===== src/smma_params.svh =====
// constants for the switch matrix memory access block
`ifndef SMMA_PARAMS_SVH
`define SMMA_PARAMS_SVH
// register offsets (byte addresses, 16-bit registers)
`define SMMA_OFF_CONN_MEM_DATA_REG 8'h0E
`define SMMA_OFF_CONN_MEM_ADDRESS_REG 8'h10
`define SMMA_OFF_SFC 8'h12
`define SMMA_OFF_IRQ_STAT 8'h20
`define SMMA_OFF_IRQ_MASK 8'h22
// reset values
`define SMMA_CONN_MEM_ADDRESS_REG_RST 16'h0800
`define SMMA_CONN_MEM_DATA_REG_RST 16'h0000
`define SMMA_SFC_RST 16'h0000
`define SMMA_SFC_MAX 16'hFFFF
// destination byte and access mode fields after reset (together 0800)
`define SMMA_DST_RST 8'h00
`define SMMA_MODE_RST 5'h04
// access mode byte field positions (within the upper byte)
`define SMMA_AM_READ 0
`define SMMA_AM_SEL 1
`define SMMA_AM_FULL 3
`define SMMA_AM_LIM 4
`define SMMA_AM_IDC 5
// last slot in a multiplex and last location overall
`define SMMA_LAST_SLOT 5'h1F
`define SMMA_LAST_LOC 8'hFF
// interrupt status bits
`define SMMA_IRQ_DONE 0
`define SMMA_IRQ_SAT 1
`define SMMA_IRQ_W 2
`endif


===== src/smma_pkg.sv =====
// types for the switch matrix memory access block
package smma_pkg;
	typedef enum logic [1:0] {
		SMMA_IDLE,
		SMMA_CYC_WR,
		SMMA_CYC_RD
	} smma_state_e;
	typedef struct packed {
		logic idc;
		logic lim;
		logic full;
		logic sel;
		logic rd;
	} smma_mode_s;
	typedef struct packed {
		logic we;
		logic [7:0] addr;
		logic [15:0] data;
	} smma_cm_wr_s;
	typedef struct packed {
		smma_state_e st;
		logic [7:0] dst;
		smma_mode_s mode;
		logic [15:0] conn_mem_data_reg;
		logic [15:0] sfc;
		logic [15:0] rdata;
		logic [1:0] stat;
		logic [1:0] mask;
		logic rd_pend;
		logic dm_pend;
		logic [7:0] last;
		smma_cm_wr_s cmw;
	} smma_state_s;
endpackage


===== src/smma_core.sv =====
// processor access to the connection and data memories of the switch matrix
//
// Summary of operation
// - destination write starts a memory access
// - destination: five slot bits, three multiplex bits
// - cyclic modes: destination shows current address
// - data memory: destination addresses input, read-only
// - read bit chooses read versus write
// - data memory write requests are ignored
// - full cyclic write fills through location FF
// - full cyclic read reloads after each read
// - limited cyclic write fills to slot 31
// - limited cyclic read reloads to last slot
// - identity connect maps slot to same slot
// - identity connect with cyclic: from the start through slot 31 or FF
// - fault counter read-only, clears on read
// - count errors only when enabled and locked
// - fault counter saturates at all ones
// - data memory read returns in source byte
`timescale 1ns/1ps
`include "smma_params.svh"
module smma_core import smma_pkg::*; (
	input wire logic clk_sys_i, // system clock, 250 MHz
	input wire logic srst_i, // synchronous reset, active high
	input wire logic [7:0] addr_i, // register byte address
	input wire logic [15:0] wdata_i, // write data
	input wire logic wr_i, // write strobe
	input wire logic rd_i, // read strobe
	output logic [15:0] rdata_o, // read data, cycle after rd_i
	output logic [7:0] cm_addr_o, // connection memory address
	output logic [15:0] cm_wdata_o, // connection memory write data
	output logic cm_we_o, // connection memory write pulse
	input wire logic [15:0] cm_rdata_i, // connection memory data, same cycle
	output logic [7:0] dm_addr_o, // data memory address
	input wire logic [7:0] dm_rdata_i, // data memory byte, same cycle
	input wire logic prs_err_i, // analyser sequence error pulse
	input wire logic prs_en_i, // analyser enabled
	input wire logic prs_lock_i, // analyser locked to sequence
	output logic irq_o // level interrupt
);
	// ----------------------------------------------------------------
	// register map
	// ----------------------------------------------------------------
	// 0x0E data register: upper byte control, lower byte source
	// 0x10 address register: upper byte access mode, lower byte destination
	//   mode bit 8 read, bit 9 memory select, bit 11 full cyclic,
	//   bit 12 limited cyclic, bit 13 identity connect
	// 0x12 fault counter: read-only, cleared by its own read
	// 0x20 interrupt status: sticky, write one to clear
	// 0x22 interrupt mask: same layout as the status
	// unmapped reads return zero and unmapped writes are dropped
	//
	// the mode byte and destination byte share one word here, so a
	// single write carries both and launches the access at once;
	// software that splits them must still send destination first
	//
	// the memories themselves sit outside: connection and data memory
	// reads are combinational, so a load completes one edge later
	// ----------------------------------------------------------------
	// decode helpers
	// ----------------------------------------------------------------
	// register hit test, used for reads and writes alike
	function automatic logic hit(input logic [7:0] a, input logic [7:0] off);
		hit = (a == off);
	endfunction
	// last location of a cyclic run from its mode and start
	function automatic logic [7:0] last_loc(input logic lim, input logic [7:0] start);
		if (lim) begin
			last_loc = {start[7:5], `SMMA_LAST_SLOT};
		end else begin
			last_loc = `SMMA_LAST_LOC;
		end
	endfunction

	smma_state_s s_reg; // all state
	smma_state_s s_next; // next state
	smma_mode_s m_w; // incoming mode byte
	logic [15:0] wr_word; // word written to connection memory
	logic [7:0] cur; // current connection memory address

	assign m_w = '{idc: wdata_i[8 + `SMMA_AM_IDC], lim: wdata_i[8 + `SMMA_AM_LIM],
		full: wdata_i[8 + `SMMA_AM_FULL], sel: wdata_i[8 + `SMMA_AM_SEL],
		rd: wdata_i[8 + `SMMA_AM_READ]};
	assign cur = s_reg.dst;

	// ----------------------------------------------------------------
	// next-state logic
	// ----------------------------------------------------------------
	always_comb begin
		s_next = s_reg;
		s_next.cmw.we = 1'b0; // write pulse lasts one cycle
		s_next.rdata = 16'h0000; // read data only after a read
		wr_word = s_reg.conn_mem_data_reg;
		// identity connect: source byte mirrors destination
		if (s_reg.mode.idc) begin
			wr_word = {s_reg.conn_mem_data_reg[15:8], cur};
		end
		// register writes; the mode byte and the destination arrive in one word
		if (wr_i) begin
			if (hit(addr_i, `SMMA_OFF_CONN_MEM_DATA_REG)) begin
				s_next.conn_mem_data_reg = wdata_i;
			end else if (hit(addr_i, `SMMA_OFF_CONN_MEM_ADDRESS_REG)) begin
				// one write carries destination and mode, so both go in here
				s_next.dst = wdata_i[7:0];
				s_next.mode = m_w;
				s_next.st = SMMA_IDLE;
				// a write of this register launches the access
				if (!m_w.sel) begin
					if (m_w.rd) begin
						s_next.dm_pend = 1'b1;
					end
					// write to data memory is dropped on purpose
				end else if (!m_w.rd) begin
					if (m_w.full || m_w.lim) begin
						s_next.st = SMMA_CYC_WR;
						s_next.last = last_loc(m_w.lim, wdata_i[7:0]);
					end else begin
						s_next.cmw.we = 1'b1;
						s_next.cmw.addr = wdata_i[7:0];
						s_next.cmw.data = m_w.idc ?
							{s_reg.conn_mem_data_reg[15:8], wdata_i[7:0]} : s_reg.conn_mem_data_reg;
					end
				end else begin
					s_next.rd_pend = 1'b1;
					if (m_w.full || m_w.lim) begin
						s_next.st = SMMA_CYC_RD;
						s_next.last = last_loc(m_w.lim, wdata_i[7:0]);
					end
				end
			end else if (hit(addr_i, `SMMA_OFF_IRQ_STAT)) begin
				s_next.stat = s_reg.stat & ~wdata_i[1:0];
			end else if (hit(addr_i, `SMMA_OFF_IRQ_MASK)) begin
				s_next.mask = wdata_i[1:0];
			end
		end
		// pending loads from memory into the data register, single or cyclic
		if (s_reg.rd_pend) begin
			s_next.conn_mem_data_reg = cm_rdata_i;
			s_next.rd_pend = 1'b0;
			if (s_reg.st == SMMA_IDLE) begin
				s_next.stat[`SMMA_IRQ_DONE] = 1'b1;
			end
		end
		if (s_reg.dm_pend) begin
			s_next.conn_mem_data_reg = {s_reg.conn_mem_data_reg[15:8], dm_rdata_i};
			s_next.dm_pend = 1'b0;
			s_next.stat[`SMMA_IRQ_DONE] = 1'b1;
		end
		// cyclic sequencing
		case (s_reg.st)
			SMMA_IDLE: begin
			end
			SMMA_CYC_WR: begin
				s_next.cmw.we = 1'b1;
				s_next.cmw.addr = cur;
				s_next.cmw.data = wr_word;
				if (cur == s_reg.last) begin
					s_next.st = SMMA_IDLE;
					s_next.stat[`SMMA_IRQ_DONE] = 1'b1;
				end else begin
					s_next.dst = cur + 8'h01;
				end
			end
			SMMA_CYC_RD: begin
				// processor read of the data register advances the run
				if (rd_i && hit(addr_i, `SMMA_OFF_CONN_MEM_DATA_REG)) begin
					if (cur == s_reg.last) begin
						s_next.st = SMMA_IDLE;
						s_next.stat[`SMMA_IRQ_DONE] = 1'b1;
					end else begin
						s_next.dst = cur + 8'h01;
						s_next.rd_pend = 1'b1;
					end
				end
			end
			default: begin
				s_next.st = SMMA_IDLE;
			end
		endcase
		// register reads
		if (rd_i) begin
			if (hit(addr_i, `SMMA_OFF_CONN_MEM_DATA_REG)) begin
				s_next.rdata = s_reg.conn_mem_data_reg;
			end else if (hit(addr_i, `SMMA_OFF_CONN_MEM_ADDRESS_REG)) begin
				s_next.rdata = {2'b00, s_reg.mode.idc, s_reg.mode.lim, s_reg.mode.full, 1'b0,
					s_reg.mode.sel, s_reg.mode.rd, s_reg.dst};
			end else if (hit(addr_i, `SMMA_OFF_SFC)) begin
				s_next.rdata = s_reg.sfc;
				s_next.sfc = `SMMA_SFC_RST;
			end else if (hit(addr_i, `SMMA_OFF_IRQ_STAT)) begin
				s_next.rdata = {14'h0000, s_reg.stat};
			end else if (hit(addr_i, `SMMA_OFF_IRQ_MASK)) begin
				s_next.rdata = {14'h0000, s_reg.mask};
			end
		end
		// fault counting; a count in the read cycle wins over the clear
		if (prs_err_i && prs_en_i && prs_lock_i) begin
			if (s_reg.sfc != `SMMA_SFC_MAX) begin
				s_next.sfc = (rd_i && hit(addr_i, `SMMA_OFF_SFC)) ?
					16'h0001 : s_reg.sfc + 16'h0001;
				if (s_reg.sfc == `SMMA_SFC_MAX - 16'h0001) begin
					s_next.stat[`SMMA_IRQ_SAT] = 1'b1;
				end
			end else if (rd_i && hit(addr_i, `SMMA_OFF_SFC)) begin
				s_next.sfc = 16'h0001;
			end
		end
		// events set after clears so the set wins
		if (wr_i && hit(addr_i, `SMMA_OFF_IRQ_STAT)) begin
			s_next.stat = s_next.stat | (s_reg.stat & ~wdata_i[1:0] & 2'b00);
		end
	end

	// ----------------------------------------------------------------
	// state register
	// ----------------------------------------------------------------
	always_ff @(posedge clk_sys_i) begin
		if (srst_i) begin
			s_reg <= '0;
			s_reg.st <= SMMA_IDLE;
			s_reg.dst <= `SMMA_DST_RST;
			// full cyclic bit set after reset; no access runs until a write
			s_reg.mode <= `SMMA_MODE_RST;
			s_reg.conn_mem_data_reg <= `SMMA_CONN_MEM_DATA_REG_RST;
			s_reg.sfc <= `SMMA_SFC_RST;
		end else begin
			s_reg <= s_next;
		end
	end

	// ----------------------------------------------------------------
	// outputs
	// ----------------------------------------------------------------
	assign rdata_o = s_reg.rdata;
	assign cm_we_o = s_reg.cmw.we;
	assign cm_wdata_o = s_reg.cmw.data;
	assign cm_addr_o = s_reg.rd_pend ? cur : s_reg.cmw.addr;
	assign dm_addr_o = s_reg.dst;
	assign irq_o = |(s_reg.stat & s_reg.mask);
endmodule // smma_core


===== config.mk =====
export PLATFORM = sky130hd
export DESIGN_NAME = smma_core
export DESIGN_NICKNAME = d
export VERILOG_FILES = /design/src/smma_pkg.sv /design/src/smma_core.sv
export VERILOG_INCLUDE_DIRS = /design/src
export SDC_FILE = /design/constraint.sdc
export NUM_CORES = 1
export LEC_CHECK = 0
export ABC_AREA = 1
export CORE_AREA = 10 10 192 122
export CTS_CLUSTER_DIAMETER = 120
export CTS_CLUSTER_SIZE = 25
export DETAILED_ROUTE_END_ITERATION = 6
export DIE_AREA = 0 0 202 132
export DONT_BUFFER_PORTS = 1
export GPL_TIMING_DRIVEN = 1
export PLACE_DENSITY = 0.54
export SETUP_SLACK_MARGIN = 0.5
export SLEW_MARGIN = 10
export SYNTH_ARGS = -nofsm -noshare
export SYNTH_HDL_FRONTEND = slang
export SYNTH_SLANG_ARGS = --single-unit

===== constraint.sdc =====
create_clock -name clk_sys_i -period 4.3 [get_ports clk_sys_i]
set_clock_uncertainty 0.05 [all_clocks]
set_input_delay 0 -clock clk_sys_i [delete_from_list [all_inputs] [get_ports clk_sys_i]]
set_output_delay 0 -clock clk_sys_i [all_outputs]
set_load 0.02 [all_outputs]

==> results of run 1 <==
how the worst min path moves through the flow:
stage	startpoint	to	slack [ns]	depth (start not counted)
after floorplan	wdata_i[5]	s_reg[30]	0.09	2
after global placement	srst_i	s_reg[55]	0.03	1
after detailed placement	srst_i	s_reg[37]	0.03	1
after CTS	wdata_i[13]	cm_wdata_o[6]	0.001	6
after global routing	wdata_i[13]	cm_wdata_o[3]	0.02	5
final	addr_i[4]	s_reg[34]	0.02	4
stage by stage:
| stage | power [mW] | setup WS [ns] |
|---|---|---|
| after floorplan | 0.985 | 2.52 |
| after global placement | 0.992 | 1.89 |
| after detailed placement | 0.992 | 1.82 |
| after CTS | 1.82 | 1.02 |
| after global routing | 1.86 | 0.780 |
| final | 1.80 | 1.00 |
cell usage in the layout, fill, tap and decap left out, drive strengths merged:
| cell type | Yosys | routed |
|---|---|---|
| diode | 0 | 1 |
| clkinv | 1 | 6 |
| o21ai | 98 | 98 |
| inv | 106 | 107 |
| a22oi | 7 | 7 |
| buf | 61 | 2 |
| ha | 7 | 7 |
| dfxtp | 98 | 98 |
| nor3 | 15 | 15 |
| o211ai | 4 | 4 |
| and2 | 1 | 1 |
| or2 | 2 | 2 |
| xor2 | 4 | 4 |
| nand2 | 202 | 202 |
| nand4 | 24 | 24 |
| a22o | 5 | 5 |
| o21a | 1 | 1 |
| nor2 | 102 | 102 |
| a21oi | 62 | 62 |
| nand3 | 49 | 49 |
| a21boi | 1 | 1 |
| clkinvlp | 0 | 1 |
| nand3b | 1 | 1 |
| dlygate4sd3 | 0 | 62 |
| a211oi | 2 | 2 |
| o22ai | 13 | 13 |
| clkbuf | 20 | 9 |
where the power goes:
part	internal [mW]	switching [mW]	total, mW
Sequential	0.908	0.00194	0.910
Combinational	0.0503	0.0700	0.120
Clock	0.392	0.381	0.773
Total	1.35	0.453	1.80
kinds of logic after synthesis:
family	count (synthesis)	share of synthesized area, %
AOI/OAI and AO/OA	193	18.2
xor gates and xnor gates	4	0.600
adders and majority gates	7	1.50
buffers and inverters	188	15.8
DFF	98	33.6
and+or+nand+nor	396	30.3
layer usage:
| layer | up-vias | track usage [%] | share of wire, % |
|---|---|---|---|
| met5 | - | 0 | 0.036 |
| met4 | 2 | 2.95 | 1.1 |
| met3 | 16 | 5.28 | 12 |
| met2 | 298 | 20.3 | 38 |
| met1 | 2683 | 24.7 | 49 |
| li1 | 2837 | - | - |
final cells by class:
class	instances	area [µm²]
timing repair buffer	64	648
clock buffer	9	225
multi-input combinational	600	2950
fill	2172	13200
tap	273	342
inverter	107	404
sequential	98	1960
antenna	1	2.50
clock inverter	7	45.0
timing repair:
item | CTS | global route
setup buffers | 0 | 0
endpoints found under the setup margin | 0 | 0
hold buffers | 63 | 0
endpoints found under the hold margin | 68 | 0
worst reg2reg max path: stages (launching register included):
cell and delay [ns]:
dfxtp_1 0.58, nor2_1 0.96, a22oi_1 0.18, o21ai_1 0.17
dlygate4sd3_1 0.56, nand2_1 0.06, a21oi_1 0.12, dlygate4sd3_1 0.57
synthesized netlist by cell type (all sizes together):
cell | count | area, µm²
a21boi | 1 | 7.51
a21oi | 62 | 310
nor2 | 102 | 454
nor3 | 15 | 80.1
o21a | 1 | 7.51
nand3 | 49 | 268
clkbuf | 20 | 75.1
o22ai | 13 | 81.3
inv | 106 | 400
xor2 | 4 | 35.0
dfxtp | 98 | 1960
nand3b | 1 | 7.51
a22o | 5 | 43.8
o211ai | 4 | 30.0
and2 | 1 | 6.26
clkinv | 1 | 3.75
ha | 7 | 87.6
buf | 61 | 442
o21ai | 98 | 517
nand4 | 24 | 165
a211oi | 2 | 15.0
nand2 | 202 | 773
or2 | 2 | 12.5
a22oi | 7 | 52.6
==> results by group, run 1 <==
Status
  – Status: completed

Setup path
  – R2R setup slack: 1.00 ns
  – Critical path, cell by cell: nor2_1 > a22oi_1 > o21ai_1 > dlygate4sd3_1 > nand2_1 > a21oi_1 > dlygate4sd3_1
  – Critical Path Start Type: flip-flop
  – Worst reg2reg path depth: 7
  – Setup CP Type: reg2reg
  – Max FO, Critical Path: 19
  – Most used cell, CP: dlygate4sd3_1
  – Critical path's top delay family: buffers and inverters
  – Buffers and inverters on the worst path: 2
  – CP startpoint: s_reg[34]
  – Slowest cell delay on critical path: 0.96 ns
  – Reg-to-Reg End: s_reg[73]
  – Required @ worst endpoint: 4.55 ns
  – R2R Path Start: s_reg[34]
  – Critical Path End: s_reg[73]
  – WP depth: 7
  – Slowest stage cell on the critical path: nor2_1
  – Arrival time at the worst endpoint: 3.55 ns
  – Crit end category: flip-flop

Clocking
  – Clock buffer depth: 2
  – Clock tree sinks: 98
  – PostCTS Resize Cnt: 0
  – Worst-Skew Late Latency: 0.36 ns
  – TritonCTS buffer count: 9
  – H-tree levels: 3
  – CTS tree: yes
  – Root buffer selected by CTS: clkbuf_16
  – CTS clock-pin slew for the worst setup and hold paths: 0.07 ns

Synth
  – Yosys Warn Count: 0
  – Netlist cell types: 42
  – Mapped Cells: 886
  – Avg Cell Area, Syn: 6.59 µm²
  – Syn nets: 948
  – Area of the mapped netlist: 5840 µm²
  – Seq/Total Area, Yosys: 33.6%
  – Register bit total from synthesis: 98

Die
  – Io pins: 105
  – Die footprint: 26,700 µm²
  – Die Span Y: 132 µm
  – Row cnt: 40
  – CORE AREA: 19,800 µm²
  – Die X: 202 µm
  – Initial Util: 29.5%

Power and ir drop
  – Worst IR Drop VDD: 193 µV
  – Lkg Pwr: 2.63 nW
  – Pwr Density: 274 nW/µm²

Route
  – Antenna-violating nets left: 0
  – DR pass1 iterations: 5
  – Routed WL per cell: 19.0 µm
  – DRC violations left: 0
  – DR iter-0 viols: 587
  – Vias per cell: 5.04
  – DR vias: 5,836
  – Total Wirelength: 22.0 mm

Final layout
  – Share of layout cells above drive strength 1: 7.46%
  – Final instance area: 6580 µm²
  – Layout Nets: 942
  – Finished Core Util: 33.3%
  – Layout Cells excl Fill: 1,159
  – Max reg flops: 57
  – Area Growth Syn to Fin: 12.8%

Placement
  – Final Wtd Congestion: 0.843
  – Placed inst area: 5670 µm²
  – Number of port buffers: 0
  – Dpl hpwl: 16.3 mm
  – Inst Count DP: 1,079

Global routing
  – Vias in the first global route: 5,228
  – Largest net degree at the start of global routing: 34
  – Initial antenna violation count: 2
  – Gr usage total: 16.0%
  – First-pass GRT wire length: 33.1 mm
  – Total global routing overflow: 0

Timing
  – Crit share post-route: 76.7%
  – Final Hold Viols: 0
  – Worst Tran Pin Value: 1.16 ns
  – Worst slew margin relative to its limit: 22.2%
  – Worst hold margin: 0.0162 ns
  – RSZ-0062 raised after global routing: no
  – TNS Setup: 0 ns
  – Final Setup Violations: 0
  – Clock period minus worst slack: 3.30 ns
  – Max Slew Vio Count: 0
  – Top achievable clock speed: 303 MHz

Min path
  – Min-delay worst type: in2reg

Flow run
  – MaxCap Viol Count: 0
(Power assumes the default switching activity.)
==> run 2, diff against run 1 <==
- clock period: 4.3 -> 3.2 ns (I/O delays scaled with it)
==> run 2 against run 1 <==
Final cell count rose by 0.52%; first-iteration DRC count rose by 3.2%; worst setup slack got worse by 0.36 ns; hold slack got worse by 0.015 ns; core utilization rose by 0.27 points; critical path type unchanged; sequential share of layout area fell by 0.24 points; sequential power rose by 34%; largest power group unchanged.
==> results by group, run 2 (synthesis results as in run 1) <==
Status
  – Status: completed

Die
  – Die X: 202 µm (unchanged)
  – Die Span Y: 132 µm (unchanged)
  – Initial Util: 29.5% (unchanged)
  – Io pins: 105 (unchanged)
  – Die footprint: 26,700 µm² (unchanged)
  – Row cnt: 40 (unchanged)
  – CORE AREA: 19,800 µm² (unchanged)

Route
  – DR iter-0 viols: 606 (+3.2%)
  – Vias per cell: 5.03 (about the same)
  – DRC violations left: 0 (unchanged)
  – DR pass1 iterations: 5 (unchanged)
  – DR vias: 5,864 (+0.48%)
  – Antenna-violating nets left: 0 (unchanged)
  – Total Wirelength: 22.1 mm (+0.18%)
  – Routed WL per cell: 18.9 µm (-0.34%)

Power and ir drop
  – Worst IR Drop VDD: 246 µV (+28%)
  – Pwr Density: 377 nW/µm² (+37%)
  – Lkg Pwr: 2.68 nW (+1.9%)

Setup path
  – Crit end category: flip-flop
  – Critical Path End: dm_addr_o[2]
  – Slowest cell delay on critical path: 0.60 ns (-0.36 ns)
  – Max FO, Critical Path: 12 (-7)
  – R2R setup slack: 0.65 ns (-0.36 ns)
  – Critical path, cell by cell: nand2_1 > nor2_4 > nand3_1 > nand2_1 > nand3_2 > nand3_2 > nand3_1 > a21oi_1 > dlygate4sd3_1
  – Arrival time at the worst endpoint: 2.81 ns (-0.74 ns)
  – Required @ worst endpoint: 3.46 ns (-1.09 ns)
  – Slowest stage cell on the critical path: dfxtp_1
  – R2R Path Start: dm_addr_o[2]
  – Setup CP Type: reg2reg
  – CP startpoint: dm_addr_o[2]
  – Worst reg2reg path depth: 9 (+2)
  – Reg-to-Reg End: dm_addr_o[2]
  – Critical Path Start Type: flip-flop

Clocking
  – TritonCTS buffer count: 9 (unchanged)
  – Root buffer selected by CTS: clkbuf_16
  – CTS tree: yes
  – Clock tree sinks: 98 (unchanged)
  – Clock buffer depth: 2 (unchanged)
  – CTS clock-pin slew for the worst setup and hold paths: 0.08 ns (about the same)
  – Worst-Skew Late Latency: 0.36 ns (about the same)
  – H-tree levels: 3 (unchanged)

Placement
  – Placed inst area: 5770 µm² (+1.9%)
  – Number of port buffers: 0 (unchanged)
  – Final Wtd Congestion: 0.865 (+2.6%)
  – Dpl hpwl: 16.1 mm (-1.1%)
  – Inst Count DP: 1,093 (+1.3%)

Final layout
  – Commonest non-fill, non-tap cell in the layout: nand2_1
  – Layout Nets: 948 (+0.64%)
  – Layout Cells excl Fill: 1,165 (+0.52%)
  – Max reg flops: 57 (unchanged)
  – Area Growth Syn to Fin: 13.7%
  – Most frequent cells in the layout: 198 x nand2_1, 98 x dfxtp_1, 89 x inv_1
  – Final instance area: 6640 µm² (+0.80%)
  – Share of layout cells above drive strength 1: 9.09% (+1.6 points)

Flow run
  – MaxCap Viol Count: 0 (unchanged)

Global routing
  – Gr usage total: 16.1% (+0.064 points)
  – Largest net degree at the start of global routing: 35 (+2.9%)
  – Vias in the first global route: 5,547 (+6.1%)
  – Initial antenna violation count: 5 (+3)
  – Total global routing overflow: 0 (unchanged)
  – First-pass GRT wire length: 33.5 mm (+1.3%)

Timing
  – Final Hold Viols: 0 (unchanged)
  – RSZ-0062 raised after global routing: no
  – Final Setup Violations: 0 (unchanged)
  – TNS Setup: 0 ns (unchanged)
  – Max Slew Vio Count: 0 (unchanged)
  – Top achievable clock speed: 392 MHz (+29%)
  – Worst Tran Pin Value: 0.810 ns (-0.353 ns)
  – Crit share post-route: 79.8% (+3.1 points)
  – Worst slew margin relative to its limit: 45.9% (+24 points)
  – Clock period minus worst slack: 2.55 ns (-0.744 ns)

Min path
  – Min-delay worst type: in2reg
-- run 2: changes by cell type in the layout (fill, tap and decap cells not counted), sizes merged --
cell and change:
dlygate4sd3 -8, inv +4, buf +14, clkinv -4
-- run 2: worst max-delay path, delay by kind of cell, from the launching register on --
family          cells  cell delay [ns]
buf+inv             1             0.55
simple gates        7             1.15
flops               1             0.60
compound gates      1             0.14
-- run 2: worst min path at each step --
stage | cells after the start | end | slack, ns | from
finish | 4 | s_reg[38] | 0.001 | addr_i[4]
global route | 4 | s_reg[38] | 0.04 | addr_i[4]
CTS | 5 | cm_wdata_o[5] | 0.003 | wdata_i[13]
detailed placement | 1 | s_reg[55] | 0.03 | srst_i
global placement | 1 | s_reg[38] | 0.03 | srst_i
floorplan | 2 | s_reg[30] | 0.09 | wdata_i[5]
-- run 2: metrics by stage --
step	total power [mW]	hold slack, ns	setup WS, ns	util (%)
6_report	2.50	0.00149	0.646	33.6
5_1_grt	2.58	0.0441	0.504	33.6
4_1_cts	2.52	0.00290	0.605	33.5
3_5_place_dp	1.34	0.0332	0.971	29.2
3_3_place_gp	1.34	0.0314	1.09	29.2
2_1_floorplan	1.32	0.0892	1.42	-
-- run 2: timing repair --
item                       in CTS  in global routing
buffers inserted                0                  0
resized for setup               0                  1
hold buffers                   55                  0
setup endpoints to repair       0                  1
hold endpoints to repair       74                  0
-- run 2: area by class of cell --
class                   instances  area (µm²)
diodes                          1        2.50
clock buffers                   9         225
clock inverters                 7        67.6
fillers                      2174       13100
inverters                     107         404
multi-input cells             600        2960
flip-flops and latches         98        1960
well taps                     273         342
repair buffers                 70         673
-- run 2: power breakdown --
part / switching (mW) / total [mW] / internal (mW)
Clock: 0.562 / 1.11 / 0.552
Sequential: 0.00230 / 1.22 / 1.22
Combinational: 0.0953 / 0.163 / 0.0681
Total: 0.660 / 2.50 / 1.84
-- run 2: metal layers --
| metal | share of wire (%) | up-vias | wire (µm) | global-route usage, % |
|---|---|---|---|---|
| li1 | - | 2847 | - | - |
| met1 | 48 | 2688 | 10600 | 23.8 |
| met2 | 38 | 291 | 8330 | 20.9 |
| met3 | 12 | 32 | 2700 | 5.47 |
| met4 | 1.8 | 6 | 388 | 4.07 |
| met5 | 0.25 | - | 56 | 0 |
